$ cat src/logic/lfb_consts.vh
// Constants for the LIN frame buffer register block.
// Included by the buffer and identifier design files; definitions only.
`ifndef LFB_CONSTS_VH
`define LFB_CONSTS_VH

// Register byte offsets on the AXI4-Lite bus
`define LFB_OFS_RESP_LEN 8'h00
`define LFB_OFS_FRAME_ID 8'h04
`define LFB_OFS_BUF_SEL 8'h08
`define LFB_OFS_DATA_PORT 8'h0C
`define LFB_OFS_MODE 8'h10
`define LFB_OFS_STATUS 8'h14

// Field positions
`define LFB_TXLEN_HI 7
`define LFB_TXLEN_LO 4
`define LFB_RXLEN_HI 3
`define LFB_RXLEN_LO 0
`define LFB_PAR1_BIT 7
`define LFB_PAR0_BIT 6
`define LFB_AUTOSTEP_OFF_BIT 3
`define LFB_MODE_LIN_BIT 0
`define LFB_MODE_REV21_BIT 1
`define LFB_STAT_TXOK_BIT 0

// Reset values
`define LFB_RST_RESP_LEN 8'h00
`define LFB_RST_FRAME_ID 6'h00
`define LFB_RST_BUF_SEL 4'h0
`define LFB_RST_DATA 8'h00
`define LFB_RST_MODE 2'h0

// Length limit and bus answers
`define LFB_MAX_LEN 4'h8
`define LFB_RESP_OKAY 2'h0
`define LFB_RESP_SLVERR 2'h2

`endif

$ cat src/logic/lfb_frame_buffer.v
// LIN frame buffer registers behind an AXI4-Lite slave.
// Assumes a framing engine that reads and fills response bytes.
//
// Function
// [RL1] LIN mode: transmit length from upper nibble, values above eight act as eight.
// [RL2] LIN mode: receive length from lower nibble, saturating at eight.
// [RL3] UART mode ignores length, identifier and buffer select fields.
// [RL4] Parity bit zero at bit 6 is xor of identifier bits 4,2,1,0.
// [RL5] Parity bit one at bit 7 is inverted xor of bits 1,3,4,5.
// [RL6] Revision 1.3: bits 5:4 give length 2,2,4 or 8 bytes.
// [RL7] Revision 1.3: frame identifier is bits 3:0.
// [RL8] Revision 2.1: frame identifier is bits 5:0, no length carried.
// [RL9] Buffer select bit 3 zero steps the index, one holds it.
// [RL10] LIN mode: buffer select bits 2:0 pick the buffer slot reached.
// [RL11] LIN mode data port reaches buffer; UART mode plain data register.
// [RL12] Data port write gives outgoing data, read returns incoming data.
// [RL13] Software writes zeros to buffer select bits 7:4.
// [RL14] UART mode: data port write clears the transmit complete flag.
// [RL15] Stepping index advances after each LIN mode data port read or lane 0 write, wrapping seven to zero.
`timescale 1ns/100ps
`include "lfb_consts.vh"
module lfb_frame_buffer #(
  parameter ADDR_W = 8,
  parameter BUF_DEPTH = 8,
  parameter FIFO_DEPTH = 8
) (
  input wire aclk,
  input wire aresetn,
  // AXI4-Lite slave
  input wire [ADDR_W-1:0] s_axi_awaddr,
  input wire s_axi_awvalid,
  output reg s_axi_awready,
  input wire [31:0] s_axi_wdata,
  input wire [3:0] s_axi_wstrb,
  input wire s_axi_wvalid,
  output reg s_axi_wready,
  output reg [1:0] s_axi_bresp,
  output reg s_axi_bvalid,
  input wire s_axi_bready,
  input wire [ADDR_W-1:0] s_axi_araddr,
  input wire s_axi_arvalid,
  output reg s_axi_arready,
  output reg [31:0] s_axi_rdata,
  output reg [1:0] s_axi_rresp,
  output reg s_axi_rvalid,
  input wire s_axi_rready,
  // Framing engine side
  output reg lin_mode,
  output reg [3:0] tx_length,
  output reg [3:0] rx_length,
  output reg [5:0] frame_ident,
  output reg [3:0] legacy_length_code,
  output reg [1:0] parity_bits,
  input wire [2:0] tx_rd_index,
  output reg [7:0] tx_rd_data,
  input wire rx_start,
  input wire rx_byte_valid,
  input wire [7:0] rx_byte,
  output wire rx_byte_ready,
  output reg [7:0] uart_tx_data,
  output reg uart_tx_load,
  input wire tx_done,
  output reg tx_complete_flag
);
  // Saturate a four-bit length at eight
  function [3:0] sat8;
    input [3:0] len;
    begin
      sat8 = (len > `LFB_MAX_LEN) ? `LFB_MAX_LEN : len;
    end
  endfunction

  // Address decode for the buffer port, shared by both channels
  function hits_data_port;
    input [ADDR_W-1:0] addr;
    begin
      hits_data_port = (addr == `LFB_OFS_DATA_PORT);
    end
  endfunction

  // Software-visible state
  reg [7:0] response_length;
  reg [5:0] ident_bits;
  reg index_autostep_off;
  reg [2:0] buffer_index;
  reg [1:0] mode_bits;
  reg [7:0] uart_rx_data;
  reg [7:0] resp_buf [0:BUF_DEPTH-1];
  // Counts up to eight so a full response stops further stores
  reg [3:0] rx_wr_idx;
  integer j;

  // Write channel capture
  reg aw_held;
  reg w_held;
  reg [ADDR_W-1:0] aw_addr;
  reg [31:0] w_data;
  reg [3:0] w_strb;
  wire do_write;
  wire do_read;
  wire wr_lane0;
  wire [ADDR_W-1:0] rd_addr;

  // Identifier decode results
  wire par0;
  wire par1;
  wire [5:0] id_eff;
  wire [3:0] id_len;

  // Receive FIFO drain
  wire fifo_valid;
  wire [7:0] fifo_data;
  wire fifo_ready;
  wire sw_buf_access;
  wire sw_buf_write;
  wire step_index;
  wire rx_take;
  wire uart_take;

  lfb_id_calc i_lfb_id_calc (
    .ident(ident_bits),
    .rev21(mode_bits[`LFB_MODE_REV21_BIT]),
    .parity_bit_zero(par0),
    .parity_bit_one(par1),
    .frame_ident(id_eff),
    .legacy_length(id_len)
  );

  lfb_fifo #(
    .WIDTH(8),
    .DEPTH(FIFO_DEPTH),
    .AW(3)
  ) i_lfb_fifo (
    .aclk(aclk),
    .aresetn(aresetn),
    .in_valid(rx_byte_valid),
    .in_data(rx_byte),
    .in_ready(rx_byte_ready),
    .out_valid(fifo_valid),
    .out_data(fifo_data),
    .out_ready(fifo_ready)
  );

  // Bus decode
  assign do_write = aw_held && w_held && !s_axi_bvalid;
  assign do_read = s_axi_arvalid && s_axi_arready;
  assign wr_lane0 = w_strb[0];
  assign rd_addr = s_axi_araddr;

  // Software writes the buffer through the data port in LIN mode
  assign sw_buf_write = lin_mode && do_write && wr_lane0 && hits_data_port(aw_addr); // RL11
  // LIN mode read or lane 0 write of the buffer port; one access steps once
  assign sw_buf_access = sw_buf_write || (lin_mode && do_read && hits_data_port(rd_addr)); // RL11
  assign step_index = sw_buf_access && !index_autostep_off; // RL9 RL15
  // The drain waits while software holds the buffer port
  assign fifo_ready = !sw_buf_access;
  // Drained bytes fill slots only up to the expected count
  assign rx_take = fifo_valid && fifo_ready && lin_mode && (rx_wr_idx < rx_length); // RL2
  // UART mode keeps just the latest byte
  assign uart_take = fifo_valid && fifo_ready && !lin_mode; // RL11

  // Write address and data capture, in either order
  always @(posedge aclk) begin
    if (!aresetn) begin
      aw_held <= 1'b0;
      w_held <= 1'b0;
      aw_addr <= {ADDR_W{1'b0}};
      w_data <= 32'h00000000;
      w_strb <= 4'h0;
      s_axi_awready <= 1'b0;
      s_axi_wready <= 1'b0;
      s_axi_bvalid <= 1'b0;
      s_axi_bresp <= `LFB_RESP_OKAY;
    end else begin
      if (s_axi_awvalid && s_axi_awready) begin
        aw_held <= 1'b1;
        aw_addr <= s_axi_awaddr;
      end
      if (s_axi_wvalid && s_axi_wready) begin
        w_held <= 1'b1;
        w_data <= s_axi_wdata;
        w_strb <= s_axi_wstrb;
      end
      s_axi_awready <= !aw_held && !(s_axi_awvalid && s_axi_awready) && !s_axi_bvalid;
      s_axi_wready <= !w_held && !(s_axi_wvalid && s_axi_wready) && !s_axi_bvalid;
      if (do_write) begin
        aw_held <= 1'b0;
        w_held <= 1'b0;
        s_axi_bvalid <= 1'b1;
        case (aw_addr)
          `LFB_OFS_RESP_LEN, `LFB_OFS_FRAME_ID, `LFB_OFS_BUF_SEL,
          `LFB_OFS_DATA_PORT, `LFB_OFS_MODE, `LFB_OFS_STATUS: s_axi_bresp <= `LFB_RESP_OKAY;
          default: s_axi_bresp <= `LFB_RESP_SLVERR;
        endcase
      end else if (s_axi_bvalid && s_axi_bready) begin
        s_axi_bvalid <= 1'b0;
        s_axi_awready <= 1'b1;
        s_axi_wready <= 1'b1;
      end
    end
  end

  // Register writes and index stepping
  always @(posedge aclk) begin
    if (!aresetn) begin
      response_length <= `LFB_RST_RESP_LEN;
      ident_bits <= `LFB_RST_FRAME_ID;
      index_autostep_off <= 1'b0;
      buffer_index <= 3'h0;
      mode_bits <= `LFB_RST_MODE;
      uart_tx_data <= `LFB_RST_DATA;
      uart_tx_load <= 1'b0;
    end else begin
      uart_tx_load <= 1'b0;
      if (step_index) begin
        buffer_index <= buffer_index + 3'h1; // RL15
      end
      if (do_write && wr_lane0) begin
        case (aw_addr)
          `LFB_OFS_RESP_LEN: response_length <= w_data[7:0];
          `LFB_OFS_FRAME_ID: ident_bits <= w_data[5:0];
          // Upper bits are not stored and read back as zero
          `LFB_OFS_BUF_SEL: begin
            index_autostep_off <= w_data[`LFB_AUTOSTEP_OFF_BIT]; // RL9 RL13
            buffer_index <= w_data[2:0]; // RL10
          end
          // UART mode: plain transmit register, no buffering
          `LFB_OFS_DATA_PORT: begin
            if (!lin_mode) begin
              uart_tx_data <= w_data[7:0]; // RL11 RL12
              uart_tx_load <= 1'b1;
            end
          end
          `LFB_OFS_MODE: mode_bits <= w_data[1:0];
          default: begin
          end
        endcase
      end
    end
  end

  // Response buffer: cleared at reset, then software writes and drained receive bytes
  always @(posedge aclk) begin
    if (!aresetn) begin
      for (j = 0; j < BUF_DEPTH; j = j + 1) begin
        resp_buf[j] <= 8'h00;
      end
    end else if (sw_buf_write) begin
      resp_buf[buffer_index] <= w_data[7:0]; // RL10 RL12
    end else if (rx_take) begin
      resp_buf[rx_wr_idx[2:0]] <= fifo_data; // RL2
    end
  end

  // Receive slot counter and plain UART receive register
  always @(posedge aclk) begin
    if (!aresetn) begin
      rx_wr_idx <= 4'h0;
      uart_rx_data <= `LFB_RST_DATA;
    end else begin
      // A frame start rewinds to slot zero
      if (rx_start) begin
        rx_wr_idx <= 4'h0;
      end else if (rx_take) begin
        rx_wr_idx <= rx_wr_idx + 4'h1; // RL2
      end
      if (uart_take) begin
        uart_rx_data <= fifo_data; // RL11
      end
    end
  end

  // Transmit complete flag; a new event beats the clear
  always @(posedge aclk) begin
    if (!aresetn) begin
      tx_complete_flag <= 1'b0;
    end else if (tx_done) begin
      tx_complete_flag <= 1'b1;
    end else if (do_write && wr_lane0 && aw_addr == `LFB_OFS_DATA_PORT && !lin_mode) begin
      tx_complete_flag <= 1'b0; // RL14
    end else if (do_write && wr_lane0 && aw_addr == `LFB_OFS_STATUS && w_data[`LFB_STAT_TXOK_BIT]) begin
      tx_complete_flag <= 1'b0;
    end
  end

  // Values presented to the framing engine; all but lin_mode and tx_rd_data blanked in UART mode
  always @(posedge aclk) begin
    if (!aresetn) begin
      lin_mode <= 1'b0;
      tx_length <= 4'h0;
      rx_length <= 4'h0;
      frame_ident <= 6'h00;
      legacy_length_code <= 4'h0;
      parity_bits <= 2'h0;
      tx_rd_data <= 8'h00;
    end else begin
      lin_mode <= mode_bits[`LFB_MODE_LIN_BIT];
      if (mode_bits[`LFB_MODE_LIN_BIT]) begin
        tx_length <= sat8(response_length[`LFB_TXLEN_HI:`LFB_TXLEN_LO]); // RL1
        rx_length <= sat8(response_length[`LFB_RXLEN_HI:`LFB_RXLEN_LO]); // RL2
        frame_ident <= id_eff; // RL7 RL8
        legacy_length_code <= id_len; // RL6
        parity_bits <= {par1, par0}; // RL4 RL5
      end else begin
        tx_length <= 4'h0; // RL3
        rx_length <= 4'h0;
        frame_ident <= 6'h00;
        legacy_length_code <= 4'h0;
        parity_bits <= 2'h0;
      end
      tx_rd_data <= resp_buf[tx_rd_index];
    end
  end

  // Read channel
  always @(posedge aclk) begin
    if (!aresetn) begin
      s_axi_arready <= 1'b1;
      s_axi_rvalid <= 1'b0;
      s_axi_rdata <= 32'h00000000;
      s_axi_rresp <= `LFB_RESP_OKAY;
    end else if (do_read) begin
      s_axi_arready <= 1'b0;
      s_axi_rvalid <= 1'b1;
      s_axi_rresp <= `LFB_RESP_OKAY;
      case (rd_addr)
        `LFB_OFS_RESP_LEN: s_axi_rdata <= {24'h000000, response_length};
        // Parity reads as zero outside LIN mode, matching the reset value
        `LFB_OFS_FRAME_ID: s_axi_rdata <= {24'h000000, lin_mode ? {par1, par0} : 2'b00, ident_bits}; // RL4 RL5
        `LFB_OFS_BUF_SEL: s_axi_rdata <= {28'h0000000, index_autostep_off, buffer_index};
        `LFB_OFS_DATA_PORT: s_axi_rdata <= {24'h000000, lin_mode ? resp_buf[buffer_index] : uart_rx_data}; // RL12
        `LFB_OFS_MODE: s_axi_rdata <= {30'h00000000, mode_bits};
        // Status: transmit complete in bit 0, slot count above it
        `LFB_OFS_STATUS: s_axi_rdata <= {27'h0, rx_wr_idx, tx_complete_flag};
        default: begin
          s_axi_rdata <= 32'h00000000;
          s_axi_rresp <= `LFB_RESP_SLVERR;
        end
      endcase
    end else if (s_axi_rvalid && s_axi_rready) begin
      s_axi_rvalid <= 1'b0;
      s_axi_arready <= 1'b1;
    end
  end
endmodule

$ cat src/logic/lfb_fifo.v
// Synchronous FIFO with valid/ready on both sides.
// Assumes one clock; in_ready and count are registered.
`timescale 1ns/100ps
module lfb_fifo #(
  parameter WIDTH = 8,
  parameter DEPTH = 8,
  parameter AW = 3
) (
  input wire aclk,
  input wire aresetn,
  input wire in_valid,
  input wire [WIDTH-1:0] in_data,
  output reg in_ready,
  output wire out_valid,
  output wire [WIDTH-1:0] out_data,
  input wire out_ready
);
  reg [WIDTH-1:0] mem [0:DEPTH-1];
  reg [AW-1:0] wr_ptr;
  reg [AW-1:0] rd_ptr;
  reg [AW:0] count;
  wire push;
  wire pop;
  reg [AW:0] next_count;

  // Handshakes
  assign push = in_valid && in_ready;
  assign pop = out_valid && out_ready;
  assign out_valid = (count != {(AW+1){1'b0}});
  assign out_data = mem[rd_ptr];

  // Occupancy after this edge
  always @* begin
    next_count = count;
    if (push && !pop) begin
      next_count = count + 1'b1;
    end else if (pop && !push) begin
      next_count = count - 1'b1;
    end
  end

  // Storage
  always @(posedge aclk) begin
    if (push) begin
      mem[wr_ptr] <= in_data;
    end
  end

  // Pointers and registered full indication
  always @(posedge aclk) begin
    if (!aresetn) begin
      wr_ptr <= {AW{1'b0}};
      rd_ptr <= {AW{1'b0}};
      count <= {(AW+1){1'b0}};
      in_ready <= 1'b0;
    end else begin
      if (push) begin
        wr_ptr <= (wr_ptr == DEPTH - 1) ? {AW{1'b0}} : wr_ptr + 1'b1;
      end
      if (pop) begin
        rd_ptr <= (rd_ptr == DEPTH - 1) ? {AW{1'b0}} : rd_ptr + 1'b1;
      end
      count <= next_count;
      in_ready <= (next_count != DEPTH);
    end
  end
endmodule

$ cat src/logic/lfb_id_calc.v
// Identifier decode: parity bits, frame identifier and legacy length.
// Purely combinational; the caller registers the results.
`timescale 1ns/100ps
`include "lfb_consts.vh"
module lfb_id_calc (
  input wire [5:0] ident,
  input wire rev21,
  output wire parity_bit_zero,
  output wire parity_bit_one,
  output wire [5:0] frame_ident,
  output reg [3:0] legacy_length
);
  // Protected identifier parity
  assign parity_bit_zero = ident[4] ^ ident[2] ^ ident[1] ^ ident[0]; // RL4
  assign parity_bit_one = ~(ident[1] ^ ident[3] ^ ident[4] ^ ident[5]); // RL5

  // Older revision keeps only four identifier bits
  assign frame_ident = rev21 ? ident : {2'b00, ident[3:0]}; // RL7 RL8

  // Length carried in the top two identifier bits
  always @* begin
    legacy_length = 4'h0;
    if (!rev21) begin
      case (ident[5:4]) // RL6
        2'b00: legacy_length = 4'h2;
        2'b01: legacy_length = 4'h2;
        2'b10: legacy_length = 4'h4;
        2'b11: legacy_length = 4'h8;
        default: legacy_length = 4'h2;
      endcase
    end
  end
endmodule

$ cat config.mk
export PLATFORM = sky130hd
export DESIGN_NAME = lfb_frame_buffer
export DESIGN_NICKNAME = d
export VERILOG_FILES = /design/src/logic/lfb_frame_buffer.v /design/src/logic/lfb_fifo.v /design/src/logic/lfb_id_calc.v
export VERILOG_INCLUDE_DIRS = /design/src /design/src/logic
export SDC_FILE = /design/constraint.sdc
export NUM_CORES = 1
export LEC_CHECK = 0
export ABC_AREA = 1
export BUFFER_PORTS_ARGS = -buffer_cell sky130_fd_sc_hd__buf_4
export CORE_UTILIZATION = 59
export CTS_BUF_LIST = sky130_fd_sc_hd__clkbuf_16
export DETAILED_ROUTE_END_ITERATION = 10
export PLACE_DENSITY = 0.9
export SLEW_MARGIN = 0
export SYNTH_ARGS = -nofsm -noshare
export SYNTH_HDL_FRONTEND = slang
export SYNTH_SLANG_ARGS = --single-unit
$ cat constraint.sdc
create_clock -name aclk -period 4.4 [get_ports aclk]
set_input_delay 0.44 -clock aclk [delete_from_list [all_inputs] [get_ports aclk]]
set_output_delay 0.44 -clock aclk [all_outputs]
set_load 0.02 [all_outputs]
==> metrics.cfg <==
[yosys]
synth_cell_type_count = 46
syn_inst = 1268
yosys-top-cells-area = edfxtp_1 (34%), dfxtp_1 (21%), o21ai_0 (6.7%)
yosysMostFrequentCell = nor2_1
ys_async_sr_fraction_pct = 0
synth_area_per_cell_um2 = 8.953
synth_top_area_share_pct = 33.86
synthesis.area_mm2 = 0.01135
ys_ff_latch = 246
yosysWarnings = 0
synthFlopType = edfxtp_1
synth_top_area_cell = edfxtp_1
synth_commonest_cells = nor2_1 (201), nand2_1 (159), o21ai_0 (152), edfxtp_1 (128), inv_1 (120)
synth-seq-area-share_pct = 54.67
synth_edf_count = 128

[pwr]
power.density_mw_per_mm2 = 442.8
p_leak_nw = 5.092
irDropWorstVdd_uv = 434.8
finalPower_mw = 5.718

[timing]
final_max_slew_viol_count = 0
setup_viol = 0
period_minus_slack_ps = 2796
fin_ws_ps = 1604
rsz0062_at_grt = no
fin_skew_ps = 10.13
max_freq_mhz = 357.7
hold_ws_ps = 153.7
tns_ps = 0
worst_pin_slew_ps = 1058
finalHoldViolations = 0
relSlewSlack_pct = 27.61
fin_crit_sh_pct = 63.54

[layout]
layout-drive-gt1-share_pct = 14.02
regArea_mm2 = 0.006206
n_fill_cell = 1337
nNetsFinal = 1428
post-route-util_pct = 68.79
antennaDiodeCount = 0
reg_top3 = i_lfb_fifo.mem x64, resp_buf x64
fin_area_mm2 = 0.01291
final_cells = 1596
synthToLayoutAreaGrowth_pct = 13.73
multi_input_comb_area_mm2 = 0.004328

[placement]
hpwl_um = 19480
io_buffers = 99
gp_congestion = 0.9112
post-place-ws_ps = 1543
placedCellCount = 1551
place_area_mm2 = 0.01210

[drt]
viasPerCell = 5.934
first_iter_violations = 965
wl_per_cell_um = 17.95
route.detailed.drc = 0
finalWirelength_um = 28640
ant_nets = 0
dr.pass1.iters = 6
vias = 9470

[critical_path]
worstPathArrival_ps = 2980
endpoint_kind = register
cp_cell_sequence = ha_1 > nand2_1 > nand2_1 > nand2_1 > nand2_1 > a21oi_2 > nand3_4 > inv_6 > nor2_8 > nor2_8 > nand2_4 > nand2_1
crit_fanout = 17
timing.rr.start = rx_wr_idx[1]
regToRegSetupSlack_ps = 1600
critPathRequiredTime_ps = 4580
cp_common_cell = nand2_1
worst-setup-path-type = register to register
slowest_delay_ps = 490
worstReg2RegEnd = resp_buf[1][5]
rr_worst_depth = 12
worst_path_max_delay_cell = dfxtp_1
startpoint_type = register

[clocking]
cts_tree = yes
clock_latency_ps = 530
post_cts_resized = 0
clock_sinks = 246
clockRootBuffer = clkbuf_16
cts_max_level = 1
clk_pin_slew_ps = 60
post_cts_buffers = 0
clock_path_buffers = 3
cts_made_buffers = 25
cts_hold_buf = 0

[global_routing]
grt_usage_pct = 28.72
grt_pass1_vias = 8761
busiest_layer = met2
overflow = 0
grt_start_max_net_pins = 76
grt_use_met3_pct = 3.804
gr-usage-met1_pct = 37.66
antenna_found_initial = 0
grtUsageMet2_pct = 49.18
grt_first_pass_wirelength_um = 44640

[worst_hold_path]
hold_end = i_lfb_fifo.mem[5][5]
min_from = rx_byte[5]
min_path_cells = 1
worst_hold_path_type = input port to register

[outcome]
status = finished, final reports clean

[floorplan]
fp-row-count = 50
die_w_um = 140.7
io_pins = 154
dieHeight_um = 140.7
initial_core_util_pct = 60.49
core_mm2 = 0.01877
die_area_mm2 = 0.01980

[flow_run]
drv_cap = 0

cell families after synthesis:
group,after synthesis,synth area share [%]
compound gates,321,16.11
xor+xnor,9,0.6943
fa+ha+maj,11,1.212
buf+inv,209,8.068
flops,246,54.67
mux,6,0.5291
other cells,1,0.03303
simple gates,465,18.68
layout make-up:
cell class	instances	share of cell area, %
clock buffers	27	5.233
clock inverters	18	1.056
inverters	127	3.750
multi-input cells	839	33.52
flip-flops and latches	246	48.07
well taps	234	2.268
repair buffers	105	6.105
worst max-delay path by stage:
| stage | start | endpoint | cells after the start |
|---|---|---|---|
| after CTS | rx_wr_idx[1] | resp_buf[1][7] | 12 |
| after floorplan | rx_length[1] | resp_buf[0][0] | 13 |
| after global routing | rx_wr_idx[1] | resp_buf[1][5] | 12 |
| after global placement | s_axi_arvalid | resp_buf[6][1] | 13 |
| after detailed placement | s_axi_arvalid | resp_buf[1][1] | 13 |
| final | rx_wr_idx[1] | resp_buf[1][5] | 12 |
routing by layer:
metal	part of all wire, %	wire length, um
met3	9.3	2661
met2	49	13970
met5	0	0
met1	38	10990
met4	3.6	1024
worst max-delay path: cells and delay by family, from the launching register on:
| kind | cells | cell delay, ps |
|---|---|---|
| buffers and inverters | 1 | 280 |
| AND/OR/NAND/NOR | 9 | 1180 |
| AO/OA/AOI/OAI | 1 | 210 |
| flip-flops | 1 | 490 |
| adder cells (fa/ha/maj) | 1 | 290 |
power breakdown:
group          switching [mW]  leakage (nW)  internal, mW  total [mW]
registers               0.108          2.20          2.56        2.67
logic                   0.659          2.47         0.295       0.954
clock network           0.875         0.417          1.22        2.10
total                    1.64          5.09          4.08        5.72
layout by cell type (no fill, tap or decap), types with 3 or more instances in the layout:
master | synthesis | final
dfxtp_1 | 118 | 118
nand3_1 | 48 | 48
nor3_1 | 15 | 15
nor2_2 | 3 | 3
o21ai_4 | 8 | 8
nand3_4 | 3 | 3
clkinv_2 | 0 | 4
xor2_1 | 4 | 4
inv_2 | 3 | 4
a21oi_1 | 93 | 93
conb_1 | 1 | 27
nor2_8 | 3 | 3
a211oi_1 | 10 | 10
nand2_2 | 4 | 4
nand2_4 | 10 | 10
o21ai_1 | 6 | 6
o21ai_0 | 152 | 152
clkbuf_16 | 0 | 27
edfxtp_1 | 128 | 128
nand4_1 | 7 | 7
nand2_1 | 159 | 159
nor2_1 | 201 | 201
buf_4 | 27 | 105
mux2i_1 | 6 | 6
a31oi_1 | 8 | 8
inv_1 | 120 | 124
nor2_4 | 8 | 8
o211ai_1 | 19 | 19
clkinv_1 | 2 | 6
o22ai_1 | 17 | 17
ha_1 | 11 | 11
xnor2_1 | 5 | 5
Power figures use the tool's default switching activity.
